File: config.mk
export PLATFORM = sky130hd
export DESIGN_NAME = wake_cfg_regs
export DESIGN_NICKNAME = d
export VERILOG_FILES = /design/src/rtl/wake_cfg_regs.v
export VERILOG_INCLUDE_DIRS = /design/src /design/src/shared
export SDC_FILE = /design/constraint.sdc
export NUM_CORES = 1
export LEC_CHECK = 0
export BUFFER_PORTS_ARGS = -buffer_cell sky130_fd_sc_hd__buf_2
export CAP_MARGIN = 20
export CORE_ASPECT_RATIO = 0.8
export CORE_UTILIZATION = 40
export DETAILED_ROUTE_END_ITERATION = 8
export PLACE_DENSITY_LB_ADDON = 0.15
export SLEW_MARGIN = 15
export SYNTH_ARGS = -nofsm -noshare
export SYNTH_HDL_FRONTEND = slang
export SYNTH_SLANG_ARGS = --single-unit
File: constraint.sdc
create_clock -name pclk -period 3.2 [get_ports pclk]
set_input_delay 0.16 -clock pclk [delete_from_list [all_inputs] [get_ports pclk]]
set_output_delay 0.16 -clock pclk [all_outputs]
set_load 0.02 [all_outputs]
File: src/shared/wake_cfg_defines.vh
// Register offsets, field positions and reset values of the selective-wake bank
`ifndef WAKE_CFG_DEFINES_VH
`define WAKE_CFG_DEFINES_VH

// Register indices as printed (byte address is four times the index)
`define IDX_SELECTIVE_WAKE_CONTROL    7'h20
`define IDX_WAKE_BIT_TIME_QUANTA      7'h21
`define IDX_WAKE_SAMPLE_POINT         7'h22
`define IDX_WAKE_FRAME_ID_HIGH        7'h23
`define IDX_WAKE_FRAME_ID_UPPER_MID   7'h24
`define IDX_WAKE_FRAME_ID_LOWER_MID   7'h25
`define IDX_WAKE_FRAME_ID_LOW_FLAGS   7'h26
// Added registers: option, interrupt status, interrupt mask, block status
`define IDX_WAKE_OPTION_REGISTER      7'h27
`define IDX_IRQ_STATUS                7'h28
`define IDX_IRQ_MASK                  7'h29
`define IDX_BLOCK_STATUS              7'h2A

// Control register fields
`define CTL_TRIM_EN_BIT               7
`define CTL_UNLOCK_HI                 6
`define CTL_UNLOCK_LO                 5
`define CTL_TO_MASK_BIT               4
`define CTL_VALID_BIT                 0
`define UNLOCK_KEY                    2'h3
`define CTL_WRITE_MASK                8'hF1
`define CTL_RESTART_KEEP              8'hF0

// Reset values
`define RST_CONTROL                   8'h00
`define RST_QUANTA                    8'hA0
`define RST_SAMPLE                    8'h33
`define RST_ID                        8'h00
`define RST_OPTION                    8'h00

// Read masks for reserved bits
`define SAMPLE_MASK                   8'h3F
`define ID_LOW_MASK                   8'h7F

// Interrupt status bit positions
`define IRQ_TIMEOUT_BIT               0
`define IRQ_WAKE_BIT                  1
`define IRQ_CFG_DROP_BIT              2
`define IRQ_WIDTH                     3

`endif

File: src/rtl/wake_cfg_regs.v
// Selective-wake configuration register bank with APB slave and interrupt
// What this block does
// - Selective wake enabled only while valid flag set
// - Valid flag self-clears on wake, reset, config change
// - Unlock field counts unlocked only at binary 11
// - Option register writable only while unlocked
// - Bit 7 enables oscillator calibration mode
// - Calibration uses transmit-data pin as trim reference
// - Timeout mask bit gates timeout onto interrupt
// - Timeout status updates only with selective wake enabled
// - Reserved bits always read zero
// - Quanta-per-bit register, reset 1010 0000
// - Quantum length follows clock select field
// - Sample point six-bit fraction, reset 0x33
// - Identifier split over four registers
// - Standard identifier sits in bits 28 to 18
// - Bit 1 selects remote request frame type
// - Bit 0 selects standard or extended identifier
// - Restart clears low nibble; reset clears all
//
// Implementation choice: register access over APB.
`include "wake_cfg_defines.vh"
`default_nettype none

module wake_cfg_regs (
  // Clock, reset, enable
  input  wire        pclk,
  input  wire        presetn,
  input  wire        clk_en,
  // APB slave
  input  wire        psel,
  input  wire        penable,
  input  wire        pwrite,
  input  wire [11:0] paddr,
  input  wire [31:0] pwdata,
  input  wire [3:0]  pstrb,
  output reg  [31:0] prdata,
  output reg         pready,
  output reg         pslverr,
  // Device events (same clock domain)
  input  wire        restart_entry,
  input  wire        wake_event,
  input  wire        bus_timeout_event,
  input  wire [1:0]  quantum_clock_select,
  // Transceiver transmit-data pin (asynchronous)
  input  wire        transceiver_tx_input_pin,
  // Configuration outputs
  output reg         selective_wake_en,
  output reg         oscillator_trim_enable,
  output reg         trim_unlocked,
  output reg         trim_reference,
  output reg  [7:0]  quanta_per_bit,
  output reg  [5:0]  sample_point_fraction,
  output reg  [1:0]  quantum_clock_sel_out,
  output reg  [28:0] wake_frame_id,
  output reg         wake_frame_rtr,
  output reg         wake_frame_ide,
  output reg  [7:0]  wake_option_out,
  output reg         bus_timeout_status,
  output reg         irq
);

  // Overview of the bank as seen from the host
  // Each register is one aligned word; only byte lane 0 carries data
  // Upper data bits always read back as zero
  // The bus answers with no wait states: pready rises in the access phase
  // Unmapped words raise pslverr; such writes change nothing
  // The valid flag is the only gate for selective wake; hardware drops it
  // on wake, restart entry and any change of configuration data
  // The unlock key guards both the trim enable and the option register
  // A locked write is dropped silently so software sees no bus error;
  // the trade-off is that a wrong key is only visible on read back
  // Clock enable low freezes every register, including the synchroniser
  // Outputs trail the internal registers by one clock

  // Word-aligned register index from byte address
  function [6:0] reg_index;
    input [11:0] addr;
    begin
      reg_index = addr[8:2];
    end
  endfunction

  // Byte-lane-0 write merge for 8-bit registers
  function [7:0] merge8;
    input [7:0] old_val;
    input [7:0] new_val;
    input       lane;
    begin
      merge8 = lane ? new_val : old_val;
    end
  endfunction

  // Storage notes
  // Reserved bits are masked on write and again on read, so a stray
  // one can never reach the matching logic downstream
  // Identifier bytes are kept as written, less reserved bit 7 of the low byte; the full identifier is built
  // only at the output stage
  // Interrupt status and mask share one layout

  // Register storage
  reg  [7:0]           ctl_q;      // Control byte
  reg  [7:0]           quanta_q;   // Quanta per bit
  reg  [7:0]           sample_q;   // Sample point
  reg  [7:0]           id_high_q;  // Identifier 28..21
  reg  [7:0]           id_umid_q;  // Identifier 20..13
  reg  [7:0]           id_lmid_q;  // Identifier 12..5
  reg  [7:0]           id_low_q;   // Identifier 4..0, frame type, identifier format
  reg  [7:0]           option_q;   // Low-power receiver option
  reg  [`IRQ_WIDTH-1:0] irq_stat_q; // Sticky interrupt status
  reg  [`IRQ_WIDTH-1:0] irq_mask_q; // Interrupt enables
  reg                  timeout_q;  // Bus timeout status
  // Pin synchroniser: three stages
  reg                  txd_s1_q;
  reg                  txd_s2_q;
  reg                  txd_s3_q;
  reg                  txd_q;      // Filtered pin level

  // Decode notes
  // A transfer is taken only in the access phase and only with clock enable
  // Writes need byte lane 0; other lanes are ignored
  // Misaligned or out-of-range addresses count as unmapped
  // The unlock test uses the key held before the current write

  // Access decode
  wire       access   = psel & penable & clk_en;
  wire       wr       = access & pwrite & pstrb[0];
  wire [6:0] idx      = reg_index(paddr);
  wire       mapped   = (idx >= `IDX_SELECTIVE_WAKE_CONTROL) && (idx <= `IDX_BLOCK_STATUS)
                        && (paddr[11:9] == 3'h0) && (paddr[1:0] == 2'h0);
  wire       unlocked = (ctl_q[`CTL_UNLOCK_HI:`CTL_UNLOCK_LO] == `UNLOCK_KEY);

  // Writes to any selective-wake configuration data
  wire cfg_write = wr && mapped && (idx >= `IDX_WAKE_BIT_TIME_QUANTA)
                   && (idx <= `IDX_WAKE_OPTION_REGISTER);
  // Control write is decoded apart and does not count as config change
  wire ctl_wr    = wr && mapped && (idx == `IDX_SELECTIVE_WAKE_CONTROL);
  wire [7:0] ctl_wdata = pwdata[7:0];

  // Valid flag drops: wake, restart, config change
  wire cfg_drop = wake_event | restart_entry | cfg_write;

  // Control byte update order
  // First the host write, then restart clearing, then hardware valid drop
  // Later steps override earlier ones, so a host set of the valid flag
  // that meets a wake or a configuration change is lost on purpose:
  // software must re-validate after every change
  // Reserved bits 3 to 1 are forced to zero on every write

  // Next control byte
  reg [7:0] ctl_d;
  always @* begin
    ctl_d = ctl_q;
    if (ctl_wr) begin
      // Trim enable is only taken while the key was already 11
      if (unlocked) begin
        ctl_d[`CTL_TRIM_EN_BIT] = ctl_wdata[`CTL_TRIM_EN_BIT];
      end
      ctl_d[`CTL_UNLOCK_HI:`CTL_UNLOCK_LO] = ctl_wdata[`CTL_UNLOCK_HI:`CTL_UNLOCK_LO];
      ctl_d[`CTL_TO_MASK_BIT]              = ctl_wdata[`CTL_TO_MASK_BIT];
      ctl_d[`CTL_VALID_BIT]                = ctl_wdata[`CTL_VALID_BIT];
      ctl_d[3:1]                           = 3'h0;
    end
    if (restart_entry) begin
      // Restart keeps upper nibble, clears lower
      ctl_d = ctl_d & `CTL_RESTART_KEEP;
    end
    if (cfg_drop) begin
      // Hardware clear wins over a simultaneous host set
      ctl_d[`CTL_VALID_BIT] = 1'b0;
    end
  end

  // Configuration register notes
  // Each register is written only in its own access phase
  // Sample point and low identifier drop their reserved bits on write
  // The option register keeps its value when the key is not 11
  // Restart leaves these registers untouched; only reset reloads their reset values
  // Power-on reset values are taken from the shared header

  // Control and configuration registers
  always @(posedge pclk or negedge presetn) begin
    if (!presetn) begin
      ctl_q     <= `RST_CONTROL;
      quanta_q  <= `RST_QUANTA;
      sample_q  <= `RST_SAMPLE;
      id_high_q <= `RST_ID;
      id_umid_q <= `RST_ID;
      id_lmid_q <= `RST_ID;
      id_low_q  <= `RST_ID;
      option_q  <= `RST_OPTION;
    end else if (clk_en) begin
      ctl_q <= ctl_d;
      if (wr && mapped) begin
        case (idx)
          `IDX_WAKE_BIT_TIME_QUANTA: begin
            quanta_q <= merge8(quanta_q, pwdata[7:0], pstrb[0]);
          end
          `IDX_WAKE_SAMPLE_POINT: begin
            sample_q <= pwdata[7:0] & `SAMPLE_MASK;
          end
          `IDX_WAKE_FRAME_ID_HIGH: begin
            id_high_q <= pwdata[7:0];
          end
          `IDX_WAKE_FRAME_ID_UPPER_MID: begin
            id_umid_q <= pwdata[7:0];
          end
          `IDX_WAKE_FRAME_ID_LOWER_MID: begin
            id_lmid_q <= pwdata[7:0];
          end
          `IDX_WAKE_FRAME_ID_LOW_FLAGS: begin
            // Bit 7 reserved, always zero
            id_low_q <= pwdata[7:0] & `ID_LOW_MASK;
          end
          `IDX_WAKE_OPTION_REGISTER: begin
            // Option write granted only with the key at 11
            if (unlocked) begin
              option_q <= pwdata[7:0];
            end
          end
          default: begin
            option_q <= option_q;
          end
        endcase
      end
    end
  end

  // Pin synchroniser notes
  // The transmit-data pin is asynchronous to pclk
  // Three stages settle metastability; only stage 2 reads stage 1
  // A new level is accepted once stages 2 and 3 agree, which also
  // rejects a single-cycle glitch at the cost of one clock of latency
  // Reset sets the stages to the recessive level of the pin

  // Transmit-data pin synchroniser; level accepted when stages 2 and 3 agree
  always @(posedge pclk or negedge presetn) begin
    if (!presetn) begin
      txd_s1_q <= 1'b1;
      txd_s2_q <= 1'b1;
      txd_s3_q <= 1'b1;
      txd_q    <= 1'b1;
    end else if (clk_en) begin
      txd_s1_q <= transceiver_tx_input_pin;
      txd_s2_q <= txd_s1_q;
      txd_s3_q <= txd_s2_q;
      if (txd_s2_q == txd_s3_q) begin
        txd_q <= txd_s3_q;
      end
    end
  end

  // Event notes
  // Events arrive as one-cycle pulses on pclk and need no synchroniser
  // A bus timeout is recorded only while selective wake is valid
  // The timeout interrupt source also needs the mask bit in the control byte
  // A valid-flag drop is reported only if the flag was actually set
  // Wake events are always recorded

  // Bus timeout status and interrupt bookkeeping
  wire       sw_on     = ctl_q[`CTL_VALID_BIT];
  wire       to_update = bus_timeout_event & sw_on;
  wire [`IRQ_WIDTH-1:0] irq_set;
  assign irq_set[`IRQ_TIMEOUT_BIT]  = to_update & ctl_q[`CTL_TO_MASK_BIT];
  assign irq_set[`IRQ_WAKE_BIT]     = wake_event;
  assign irq_set[`IRQ_CFG_DROP_BIT] = sw_on & cfg_drop;
  wire irq_stat_wr = wr && mapped && (idx == `IDX_IRQ_STATUS);
  wire bstat_wr    = wr && mapped && (idx == `IDX_BLOCK_STATUS);

  // Interrupt status notes
  // Bits are sticky and cleared by writing one
  // An event in the same cycle as its clear keeps the bit set, so no
  // event is ever lost between a read and the following clear
  // The timeout status bit follows the same rule

  // Sticky status: set wins over write-one-to-clear
  always @(posedge pclk or negedge presetn) begin
    if (!presetn) begin
      irq_stat_q <= {`IRQ_WIDTH{1'b0}};
      irq_mask_q <= {`IRQ_WIDTH{1'b0}};
      timeout_q  <= 1'b0;
    end else if (clk_en) begin
      irq_stat_q <= (irq_stat_q & ~(irq_stat_wr ? pwdata[`IRQ_WIDTH-1:0]
                                                : {`IRQ_WIDTH{1'b0}})) | irq_set;
      if (wr && mapped && (idx == `IDX_IRQ_MASK)) begin
        irq_mask_q <= pwdata[`IRQ_WIDTH-1:0];
      end
      // Timeout status follows only while selective wake runs
      if (to_update) begin
        timeout_q <= 1'b1;
      end else if (bstat_wr && pwdata[0]) begin
        timeout_q <= 1'b0;
      end
    end
  end

  // Read notes
  // Read data is chosen from the address in the setup phase
  // Reserved fields are masked here as well as on write
  // The block status word shows live internal state for debug

  // Read data mux; reserved bits read as zero
  reg [7:0] rd_byte;
  always @* begin
    rd_byte = 8'h00;
    case (idx)
      `IDX_SELECTIVE_WAKE_CONTROL:  rd_byte = ctl_q & `CTL_WRITE_MASK;
      `IDX_WAKE_BIT_TIME_QUANTA:    rd_byte = quanta_q;
      `IDX_WAKE_SAMPLE_POINT:       rd_byte = sample_q & `SAMPLE_MASK;
      `IDX_WAKE_FRAME_ID_HIGH:      rd_byte = id_high_q;
      `IDX_WAKE_FRAME_ID_UPPER_MID: rd_byte = id_umid_q;
      `IDX_WAKE_FRAME_ID_LOWER_MID: rd_byte = id_lmid_q;
      `IDX_WAKE_FRAME_ID_LOW_FLAGS: rd_byte = id_low_q & `ID_LOW_MASK;
      `IDX_WAKE_OPTION_REGISTER:    rd_byte = option_q;
      `IDX_IRQ_STATUS:              rd_byte = {5'h00, irq_stat_q};
      `IDX_IRQ_MASK:                rd_byte = {5'h00, irq_mask_q};
      `IDX_BLOCK_STATUS:            rd_byte = {4'h0, txd_q, unlocked, sw_on, timeout_q};
      default:                      rd_byte = 8'h00;
    endcase
  end

  // Bus answer notes
  // pready, pslverr and prdata are registered in the setup phase
  // pready and pslverr stand for exactly the access-phase cycle; prdata holds its value
  // A master that inserts its own idle cycle sees pready low again
  // Read data is zero for writes and for unmapped addresses

  // APB answer: one-cycle pulse of pready in the access phase
  always @(posedge pclk or negedge presetn) begin
    if (!presetn) begin
      prdata  <= 32'h00000000;
      pready  <= 1'b0;
      pslverr <= 1'b0;
    end else if (clk_en) begin
      if (psel && !penable) begin
        // Setup cycle: prepare answer for the access phase
        pready  <= 1'b1;
        pslverr <= ~mapped;
        prdata  <= (mapped && !pwrite) ? {24'h000000, rd_byte} : 32'h00000000;
      end else begin
        pready  <= 1'b0;
        pslverr <= 1'b0;
      end
    end
  end

  // Output stage notes
  // Every output comes straight from a flip-flop
  // This costs one clock of latency but keeps the matching logic
  // free of glitches from the bus decode
  // The trim reference idles high while calibration is off

  // Registered configuration outputs
  always @(posedge pclk or negedge presetn) begin
    if (!presetn) begin
      selective_wake_en      <= 1'b0;
      oscillator_trim_enable <= 1'b0;
      trim_unlocked          <= 1'b0;
      trim_reference         <= 1'b1;
      quanta_per_bit         <= `RST_QUANTA;
      sample_point_fraction  <= 6'h33;
      quantum_clock_sel_out  <= 2'h0;
      wake_frame_id          <= 29'h00000000;
      wake_frame_rtr         <= 1'b0;
      wake_frame_ide         <= 1'b0;
      wake_option_out        <= `RST_OPTION;
      bus_timeout_status     <= 1'b0;
      irq                    <= 1'b0;
    end else if (clk_en) begin
      selective_wake_en      <= ctl_q[`CTL_VALID_BIT];
      oscillator_trim_enable <= ctl_q[`CTL_TRIM_EN_BIT];
      trim_unlocked          <= unlocked;
      // Trim reference taken from the pin only during calibration
      trim_reference         <= ctl_q[`CTL_TRIM_EN_BIT] ? txd_q : 1'b1;
      quanta_per_bit         <= quanta_q;
      sample_point_fraction  <= sample_q[5:0];
      // Quantum length set by the clock select field
      quantum_clock_sel_out  <= quantum_clock_select;
      // Standard ids occupy 28..18; low bits only used when extended
      wake_frame_id          <= {id_high_q, id_umid_q, id_lmid_q, id_low_q[6:2]};
      wake_frame_rtr         <= id_low_q[1];
      wake_frame_ide         <= id_low_q[0];
      wake_option_out        <= option_q;
      bus_timeout_status     <= timeout_q;
      irq                    <= |(irq_stat_q & irq_mask_q);
    end
  end

endmodule

`default_nettype wire

Yosys cells after proc, flatten, opt, wreduce, memory -nomap -nowiden:

Index checks and enable logic that the tools add are counted.

* logic and storage cells: 107
* register bits: 164

* order comparisons: 4
* muxes and demuxes: 12
* bitwise gates (word level): 14
* reduce and logical (&&, ||, !) cells: 32
* equality and inequality tests: 13

Operators with widths (number)
* $pmux 8 s11: 1
* $eq 7x6->1 const B: 11
* $mux 8: 2
* $reduce_and 3->1: 5
* $ge 7x6->1 const B: 2
* $le 7x6->1 const B: 2
* $logic_and 1x1->1: 13
* $reduce_and 2->1: 5
* $mux 1: 8
* $reduce_and 4->1: 2
* $and 1x1->1: 7
* $and 3x3->3: 2
* $logic_not 3->1: 1
* $mux 3: 1
* $not 3->3: 1
* $or 3x3->3: 1
* $reduce_bool 3->1: 1
* $reduce_or 3->1: 1
* $eq 2x2->1 const B: 1
* $logic_not 1->1: 2
* $logic_not 2->1: 1
* $or 1x1->1: 2
* $reduce_bool 2->1: 1
* $eq 1x1->1: 1
* $not 1->1: 1

Longest topological paths before layout:

Gate-level depths: netlist (run 1).

* word-level depth: 10
* depth in mapped cells: 7
* depth with buffers taken out: 5

Least setup slack after synthesis (run 1):

No wires, ideal clock.

* kind: input to register
* from: input paddr[6]
* to: register id_high_q[1]
* library setup time: 125 ps
* cell stages on the path: 7
* setup slack: 792 ps
* data required time: 3075 ps
* arrival: 2283 ps
* cells stage by stage: or2_1 or4_1 buf_2 or4_1 buf_2 nor3b_4 mux2_2

* longest elaborated chain between the ends: 6
* elaborated cells on any way between the ends: 8
* those cells by class: order compare: 2; eq/ne: 1; reduce/logical: 5

Ends and longest elaborated chain
* start: declaration: RTL line wake_cfg_regs.v:34 `input wire [11:0] paddr,`
* $ge 7x6->1 (no line) or $le 7x6->1 (tied branches)
* $logic_and 1x1->1 (3 in series): RTL line wake_cfg_regs.v:129 `` wire mapped = (idx >= `IDX_SELECTIVE_WAKE_CONTROL) && (idx <= `IDX_BLOCK_STATUS) ``
* $logic_and 1x1->1: RTL line wake_cfg_regs.v:194 `if (wr && mapped) begin`
* $reduce_and 3->1 (no line) *
* end signal: assignment: RTL line wake_cfg_regs.v:187 `` id_high_q <= `RST_ID; ``
* end signal: assignment: RTL line wake_cfg_regs.v:203 `id_high_q <= pwdata[7:0];`
* end: declaration: RTL line wake_cfg_regs.v:105 `reg [7:0] id_high_q;`

Mark *: on every way between the ends. The rest lies on a longest branch, timed or not.
A chain may end at the register's enable or synchronous reset.

Worst setup path after layout (run 1):

* from: input paddr[6]
* to: register id_high_q[7]

Same word-level chain as after synthesis.

==> summary.txt, run 1 <==
Drt
  • Drc violations: 0
  • Avg WL per Cell: 18.87 um
  • ANT nets after route: 0
  • DR pass1 iterations: 4
  • Via count: 4228
  • Vias/cell: 5.169
  • Total wire length: 15430 um
  • DRT iter0 DRCs: 239

Timing
  • Fmax: 410.7 MHz
  • Final Hold Vio Count: 0
  • Worst Skew: 0.008903 ns
  • Tcrit/Tclk final: 0.7609
  • Final Setup Violations: 0
  • Hold slack: 0.02062 ns
  • Slew @ Worst Pin: 0.9187 ns
  • TNS Setup: 0 ns
  • RSZ-0062 raised after global routing: no
  • Max-slew violations: 0
  • Max-slew headroom: 0.3875
  • Tmin final: 2.435 ns

Critical path
  • CP Data Required Time: 3.50 ns
  • Reg-to-reg endpoint: option_q[4]
  • CP Launch Point: paddr[6]
  • CP Class: primary input to register
  • Max FO, Critical Path: 8
  • Slowest stage delay, CP: 0.74 ns
  • Worst Path Arrival: 2.73 ns
  • Slowest-stage cell, CP: or4_1
  • Endpoint type of the worst setup path: register
  • Reg2reg path depth: 5
  • Crit path cell chain: buf_2 > or2_1 > or4_1 > or4_1 > nor3b_4 > mux2_2
  • Critical R2R Launch: ctl_q[5]
  • Cell mode on critical path: or4_1
  • Flop-to-flop setup slack: 1.42 ns
  • Startpoint type of the worst setup path: primary input

Power and ir drop
  • Pwr dens: 548.4 mW/mm^2
  • Sw power: 0.9235 mW
  • Peak supply drop: 0.3679 mV
  • Flop pwr share: 0.429
  • Leakage: 3.905 nW
  • Clk network pwr share: 0.514
  • Cell internal pwr: 3.286 mW
  • Net Sw Frac: 0.2194
  • Combinational group share of total power: 0.057

Place
  • IO buf count: 103
  • Detailed placement HPWL: 10760 um
  • Placer Congestion: 0.8587

Logic synthesis
  • Seq cells post-synth: 140
  • Most common flop cell mapped by yosys: dfrtp_1
  • Sequential cell area fraction in the yosys report: 0.5627
  • Syn Inst Count: 480
  • Post-synth EDFFs: 0
  • Yosys Warn Count: 0
  • Synthesized area: 0.006264 mm^2
  • Cell variety after synth: 47
  • Synth async-reset ratio: 1.000
  • Post-Syn Area per Cell: 13.05 um^2

Layout
  • Fin nets: 655
  • # fillers: 1353
  • Utilization after layout: 0.5062
  • Share of layout cells above drive strength 1: 0.4918
  • Commonest non-fill, non-tap cell in the layout: mux2_2
  • Most frequent cells in the layout: mux2_2 (126), dfrtp_1 (123), buf_2 (102), nand2_1 (24), conb_1 (24)
  • Area growth syn-to-layout: 22.55%
  • Inserted Diodes: 0

Hold path
  • Worst min path class: primary input to register
  • Hold Path Cell Cnt: 2
  • Hold Path End: irq_stat_q[1]
  • Min-delay src: wake_event

CTS
  • Clock transition at path regs: 0.06 ns
  • H-tree Lvls: 4
  • CTS tree: done
  • Post-CTS setup buffer count: 0
  • CTS max path bufs: 2
  • Root Buffer: clkbuf_16
  • Clock Latency Late Sink: 0.42 ns
  • CTS sink count: 140
  • CTS Buf Count: 17

Outcome
  • Status: completed

Floorplanning
  • Die height: 113.9 um
  • Die span in x: 141.9 um
  • # rows: 40
  • Core area: 0.01516 mm^2
  • Die area: 0.01617 mm^2
  • Initial Util: 0.4130
  • Num ports: 155

GRT
  • First-pass GRT wire length: 24160 um
  • Largest net degree at the start of global routing: 112
  • Total GRT Usage: 0.2037
  • GRT Residual Overflow: 0
  • Vias in the first global route: 4128
  • Antenna violations before repair: 0

Flow run
  • Max Cap Viol: 0
Yosys cell counts (2+ instances only):
master / instances / area, um^2
clkbuf_1: 19 / 71.32
nor3_1: 3 / 15.01
a221o_1: 5 / 50.05
nand2_1: 24 / 90.09
a2bb2oi_1: 2 / 17.52
buf_1: 3 / 11.26
a31oi_1: 3 / 18.77
and3_1: 5 / 31.28
buf_4: 24 / 180.2
nand3_1: 15 / 75.07
o21ai_0: 17 / 85.08
a22oi_1: 5 / 37.54
nor2b_1: 4 / 25.02
or2_2: 2 / 12.51
a21o_1: 3 / 22.52
mux2i_1: 7 / 70.07
a21oi_1: 9 / 45.04
nor4_1: 4 / 25.02
dfrtp_1: 123 / 3078
mux2_2: 126 / 1419
nand4_1: 7 / 43.79
nor3b_1: 3 / 22.52
dfstp_2: 17 / 446.7
o2bb2ai_1: 3 / 26.28
a221oi_1: 2 / 17.52
or4_1: 2 / 15.01
nor2_1: 12 / 45.04
buf_2: 2 / 10.01
inv_1: 7 / 26.28
a22o_1: 3 / 26.28
mux4_2: 3 / 67.56
routing by layer:
layer,vias to the layer above,part of all wire,track usage
met5,-,0,0
met4,0,0.0082,0.05448
met3,10,0.068,0.05584
met2,143,0.43,0.2805
met1,2143,0.50,0.3112
li1,1932,-,-
cell families (layout without fill, tap and decap cells):
logic type / Yosys count / in the layout / share of synthesized area
flip-flops: 140 / 140 / 0.5627
AND/OR/NAND/NOR: 89 / 89 / 0.07631
multiplexers: 136 / 136 / 0.2485
other: 1 / 24 / 0.0005987
AO/OA/AOI/OAI: 58 / 58 / 0.06353
buffers and inverters: 56 / 161 / 0.04834
state kept, by name, indices dropped and copies added, names as in the netlist, 2 cells and up:
signal,flops
id_low_q,7
irq_mask_q,3
sample_point_fraction,6
id_high_q,8
wake_frame_id,29
wake_option_out,8
prdata,8
sample_q,6
quantum_clock_sel_out,2
quanta_per_bit,8
option_q,8
irq_stat_q,3
id_umid_q,8
ctl_q,5
id_lmid_q,8
quanta_q,8
power groups by stage:
stage          logic [mW]  registers [mW]  clock network [mW]
2_1_floorplan       0.141            1.84                   0
3_3_place_gp        0.231            1.84                   0
3_5_place_dp        0.234            1.84                   0
4_1_cts             0.239            1.81                2.20
5_1_grt             0.266            1.81                2.29
6_report            0.239            1.81                2.16
what timing repair did:
item,in CTS,in global routing
hold buffers,4,0
gates resized for setup,0,0
hold endpoints to repair,100,0
stage by stage:
stage | area (um^2) | power (mW) | setup WS, ns | std cells
2_1_floorplan | 6350 | 1.983 | 0.7920 | 503
3_3_place_gp | 6959 | 2.069 | 0.3640 | 781
3_5_place_dp | 6959 | 2.073 | 0.3617 | 781
4_1_cts | 7649 | 4.247 | 0.7983 | 817
5_1_grt | 7676 | 4.361 | 0.7065 | 818
6_report | 7676 | 4.210 | 0.7652 | 818
layout make-up:
class	count	area (um^2)	share of cell area
clock buffers	20	456.7	0.05949
clock inverters	12	192.7	0.02510
inverters	8	30.03	0.003912
multi-input cells	307	2522	0.3286
flip-flops and latches	140	3525	0.4592
well taps	210	262.8	0.03423
repair buffers	121	686.9	0.08949
worst max path at each step:
stage                     slack, ns  cells past startpoint      endpoint
final                          0.77                      6  id_high_q[7]
after global routing           0.71                      6  id_high_q[3]
after CTS                      0.80                      6  id_high_q[7]
after detailed placement       0.36                      6  id_high_q[2]
after global placement         0.36                      6  id_high_q[1]
after floorplan                0.79                      7  id_high_q[1]
worst max-delay path: cells and delay by family:
| kind | cells | cell delay [ns] |
|---|---|---|
| and+or+nand+nor | 4 | 2.05 |
| muxes | 1 | 0.40 |
| buffers and inverters | 1 | 0.12 |
Note: power is estimated with default switching activity, not from simulation.
==> run 2: changes to the inputs <==
clock period = 2.3 ns   (was 3.2 ns; I/O delays follow)
==> run 2 against run 1 <==
Net effect: clock power grew 24%; sequential power grew 39%; final cell count grew 2.9%; design area grew 1.5%; total power grew 31%; utilization grew 0.78 points; hold slack gained 0.0017 ns; worst setup slack lost 0.54 ns; clock-buffer cell count grew 1; register-to-register slack lost 0.87 ns.
==> summary.txt, run 2 (synthesized netlist as in run 1, its figures left out) <==
Timing
  • Slew @ Worst Pin: 0.5998 ns (was 0.9187 ns)
  • Final WS setup: 0.2213 ns (was 0.7652 ns)
  • Tcrit/Tclk final: 0.9038
  • Max-slew violations: 0 (unchanged)
  • Tmin final: 2.079 ns
  • Hold slack: 0.02233 ns (was 0.02062 ns)
  • Worst Skew: 0.01450 ns (was 0.008903 ns)
  • Max-slew headroom: 0.5987 (was 0.3875)
  • Final Setup Violations: 0 (unchanged)
  • Final Hold Vio Count: 0 (unchanged)
  • Fmax: 481.1 MHz
  • RSZ-0062 raised after global routing: no (unchanged)

Layout
  • Area growth syn-to-layout: 24.45% (was 22.55%)
  • Inserted Diodes: 0 (unchanged)
  • Share of layout cells above drive strength 1: 0.5079 (was 0.4918)
  • Fin nets: 679 (was 655)
  • Most frequent cells in the layout: mux2_2 (126), dfrtp_1 (123), buf_2 (102), buf_4 (35) (was mux2_2 (126), dfrtp_1 (123), buf_2 (102), nand2_1 (24), conb_1 (24))
  • Commonest non-fill, non-tap cell in the layout: mux2_2 (unchanged)
  • Most flops, register: wake_frame_id (unchanged)
  • # fillers: 1353 (unchanged)
  • Final instance area: 0.007795 mm^2 (was 0.007676 mm^2)
  • Max reg flops: 29 (unchanged)
  • Utilization after layout: 0.5140 (was 0.5062)
  • Final Non-Filler Cells: 842 (was 818)

Hold path
  • Worst min path class: primary input to register (unchanged)
  • Hold Path Cell Cnt: 2 (unchanged)
  • Hold Path End: option_q[7] (was irq_stat_q[1])
  • Min-delay src: pwdata[7] (was wake_event)

Floorplanning
  • Initial Util: 0.4130 (unchanged)
  • # rows: 40 (unchanged)
  • Die area: 0.01617 mm^2 (unchanged)
  • Die height: 113.9 um (unchanged)
  • Die span in x: 141.9 um (unchanged)
  • Num ports: 155 (unchanged)
  • Core area: 0.01516 mm^2 (unchanged)

Critical path
  • Flop-to-flop setup slack: 0.55 ns (was 1.42 ns)
  • CP Class: primary input to register (unchanged)
  • Endpoint type of the worst setup path: register (unchanged)
  • Max FO, Critical Path: 5 (was 8)
  • Cell mode on critical path: or4_1 (unchanged)
  • Startpoint type of the worst setup path: primary input (unchanged)
  • Worst Path Arrival: 2.39 ns (was 2.73 ns)
  • Reg2reg path depth: 4 (was 5)
  • Slowest stage delay, CP: 0.71 ns (was 0.74 ns)
  • Slowest-stage cell, CP: or4_1 (unchanged)
  • Critical R2R Launch: id_high_q[0] (was ctl_q[5])
  • Crit path cell chain: buf_2 > or2_1 > or4_1 > or4_1 > nor3b_4 > buf_4 > mux2_2 (was buf_2 > or2_1 > or4_1 > or4_1 > nor3b_4 > mux2_2)
  • Reg-to-reg endpoint: prdata[0] (was option_q[4])
  • CP Data Required Time: 2.61 ns (was 3.50 ns)
  • CP Launch Point: paddr[6] (unchanged)

Power and ir drop
  • Leakage: 3.993 nW (was 3.905 nW)
  • Peak supply drop: 0.4845 mV (was 0.3679 mV)
  • Pwr dens: 709.4 mW/mm^2 (was 548.4 mW/mm^2)

CTS
  • CTS Buf Count: 17 (unchanged)
  • Post-CTS setup buffer count: 0 (unchanged)
  • CTS tree: done (unchanged)
  • CTS sink count: 140 (unchanged)
  • H-tree Lvls: 4 (unchanged)
  • Root Buffer: clkbuf_16 (unchanged)
  • CTS max path bufs: 2 (unchanged)
  • Clock transition at path regs: 0.06 ns (about the same)
  • Clock Latency Late Sink: 0.43 ns (was 0.42 ns)

GRT
  • First-pass GRT wire length: 24750 um (was 24160 um)
  • Vias in the first global route: 4448 (was 4128)
  • GRT Residual Overflow: 0 (unchanged)
  • Antenna violations before repair: 0 (unchanged)
  • Largest net degree at the start of global routing: 54 (was 112)
  • Total GRT Usage: 0.2065 (was 0.2037)

Place
  • DP Cell Count: 805 (was 781)
  • Post-Place Setup Slack: -0.2243 ns (was 0.3617 ns)
  • IO buf count: 103 (unchanged)
  • Post-place instance area: 0.007164 mm^2 (was 0.006959 mm^2)
  • Detailed placement HPWL: 11350 um (was 10760 um)
  • Placer Congestion: 0.8607 (was 0.8587)

Flow run
  • Max Cap Viol: 0 (unchanged)

Drt
  • ANT nets after route: 0 (unchanged)
  • DRT iter0 DRCs: 229 (was 239)
  • Drc violations: 0 (unchanged)
  • DR pass1 iterations: 5 (was 4)
  • Avg WL per Cell: 18.45 um (was 18.87 um)
  • Via count: 4350 (was 4228)
  • Total wire length: 15530 um (was 15430 um)
  • Top routing layer in use: met4 (unchanged)
  • Met1 WL: 7725 um (was 7683 um)
  • Met2 WL: 6645 um (was 6571 um)
  • Met3 WL: 881 um (was 1051 um)
  • Vias/cell: 5.166 (was 5.169)

Outcome
  • Status: completed (unchanged)
run 2: cell count changes in the layout (fill, tap and decap cells not counted), moves of 2 or more:
cell / change
buf_4: +22
bufinv_16: -3
buf_12: +2
clkinv_4: +2
run 2: worst max path at each step:
| stage | to | slack [ns] | cells after the start |
|---|---|---|---|
| floorplan | id_high_q[1] | -0.04 | 7 |
| global placement | id_high_q[0] | -0.16 | 7 |
| detailed placement | id_high_q[5] | -0.22 | 7 |
| CTS | id_high_q[5] | 0.22 | 7 |
| global route | id_high_q[5] | 0.16 | 7 |
| finish | id_high_q[5] | 0.22 | 7 |
run 2: final cells by class:
cell class	count	area [um^2]	share of cell area
clock buffer	21	460.4	0.05907
clock inverter	11	120.1	0.01541
inverter	8	30.03	0.003852
multi-input combinational	307	2522	0.3236
sequential	140	3525	0.4522
tap	210	262.8	0.03371
timing repair buffer	145	874.6	0.1122
run 2: critical path, delay by kind of cell:
kind | cells | cell delay, ns
simple gates | 4 | 1.65
mux | 1 | 0.33
buf+inv | 2 | 0.29
run 2: per-stage QoR:
stage | total power [mW] | TNS (ns)
after floorplan | 2.759 | -0.3594
after global placement | 2.893 | -3.268
after detailed placement | 2.900 | -4.905
after CTS | 5.604 | 0
after global routing | 5.760 | 0
final | 5.529 | 0
run 2: routing by layer:
| layer | global-route usage | up-vias |
|---|---|---|
| met5 | 0 | - |
| met4 | 0.08244 | 0 |
| met3 | 0.05290 | 18 |
| met2 | 0.2923 | 142 |
| met1 | 0.3010 | 2198 |
| li1 | - | 1992 |
run 2: what timing repair did:
action                    in CTS  in global routing
hold buffers                   5                  0
hold endpoints to repair      50                  0
gates resized for setup        0                  0
run 2: power breakdown:
part           total, mW  switching, mW  internal (mW)
clock               2.67           1.02           1.65
sequential          2.52         0.0177           2.50
combinational      0.347          0.237          0.110
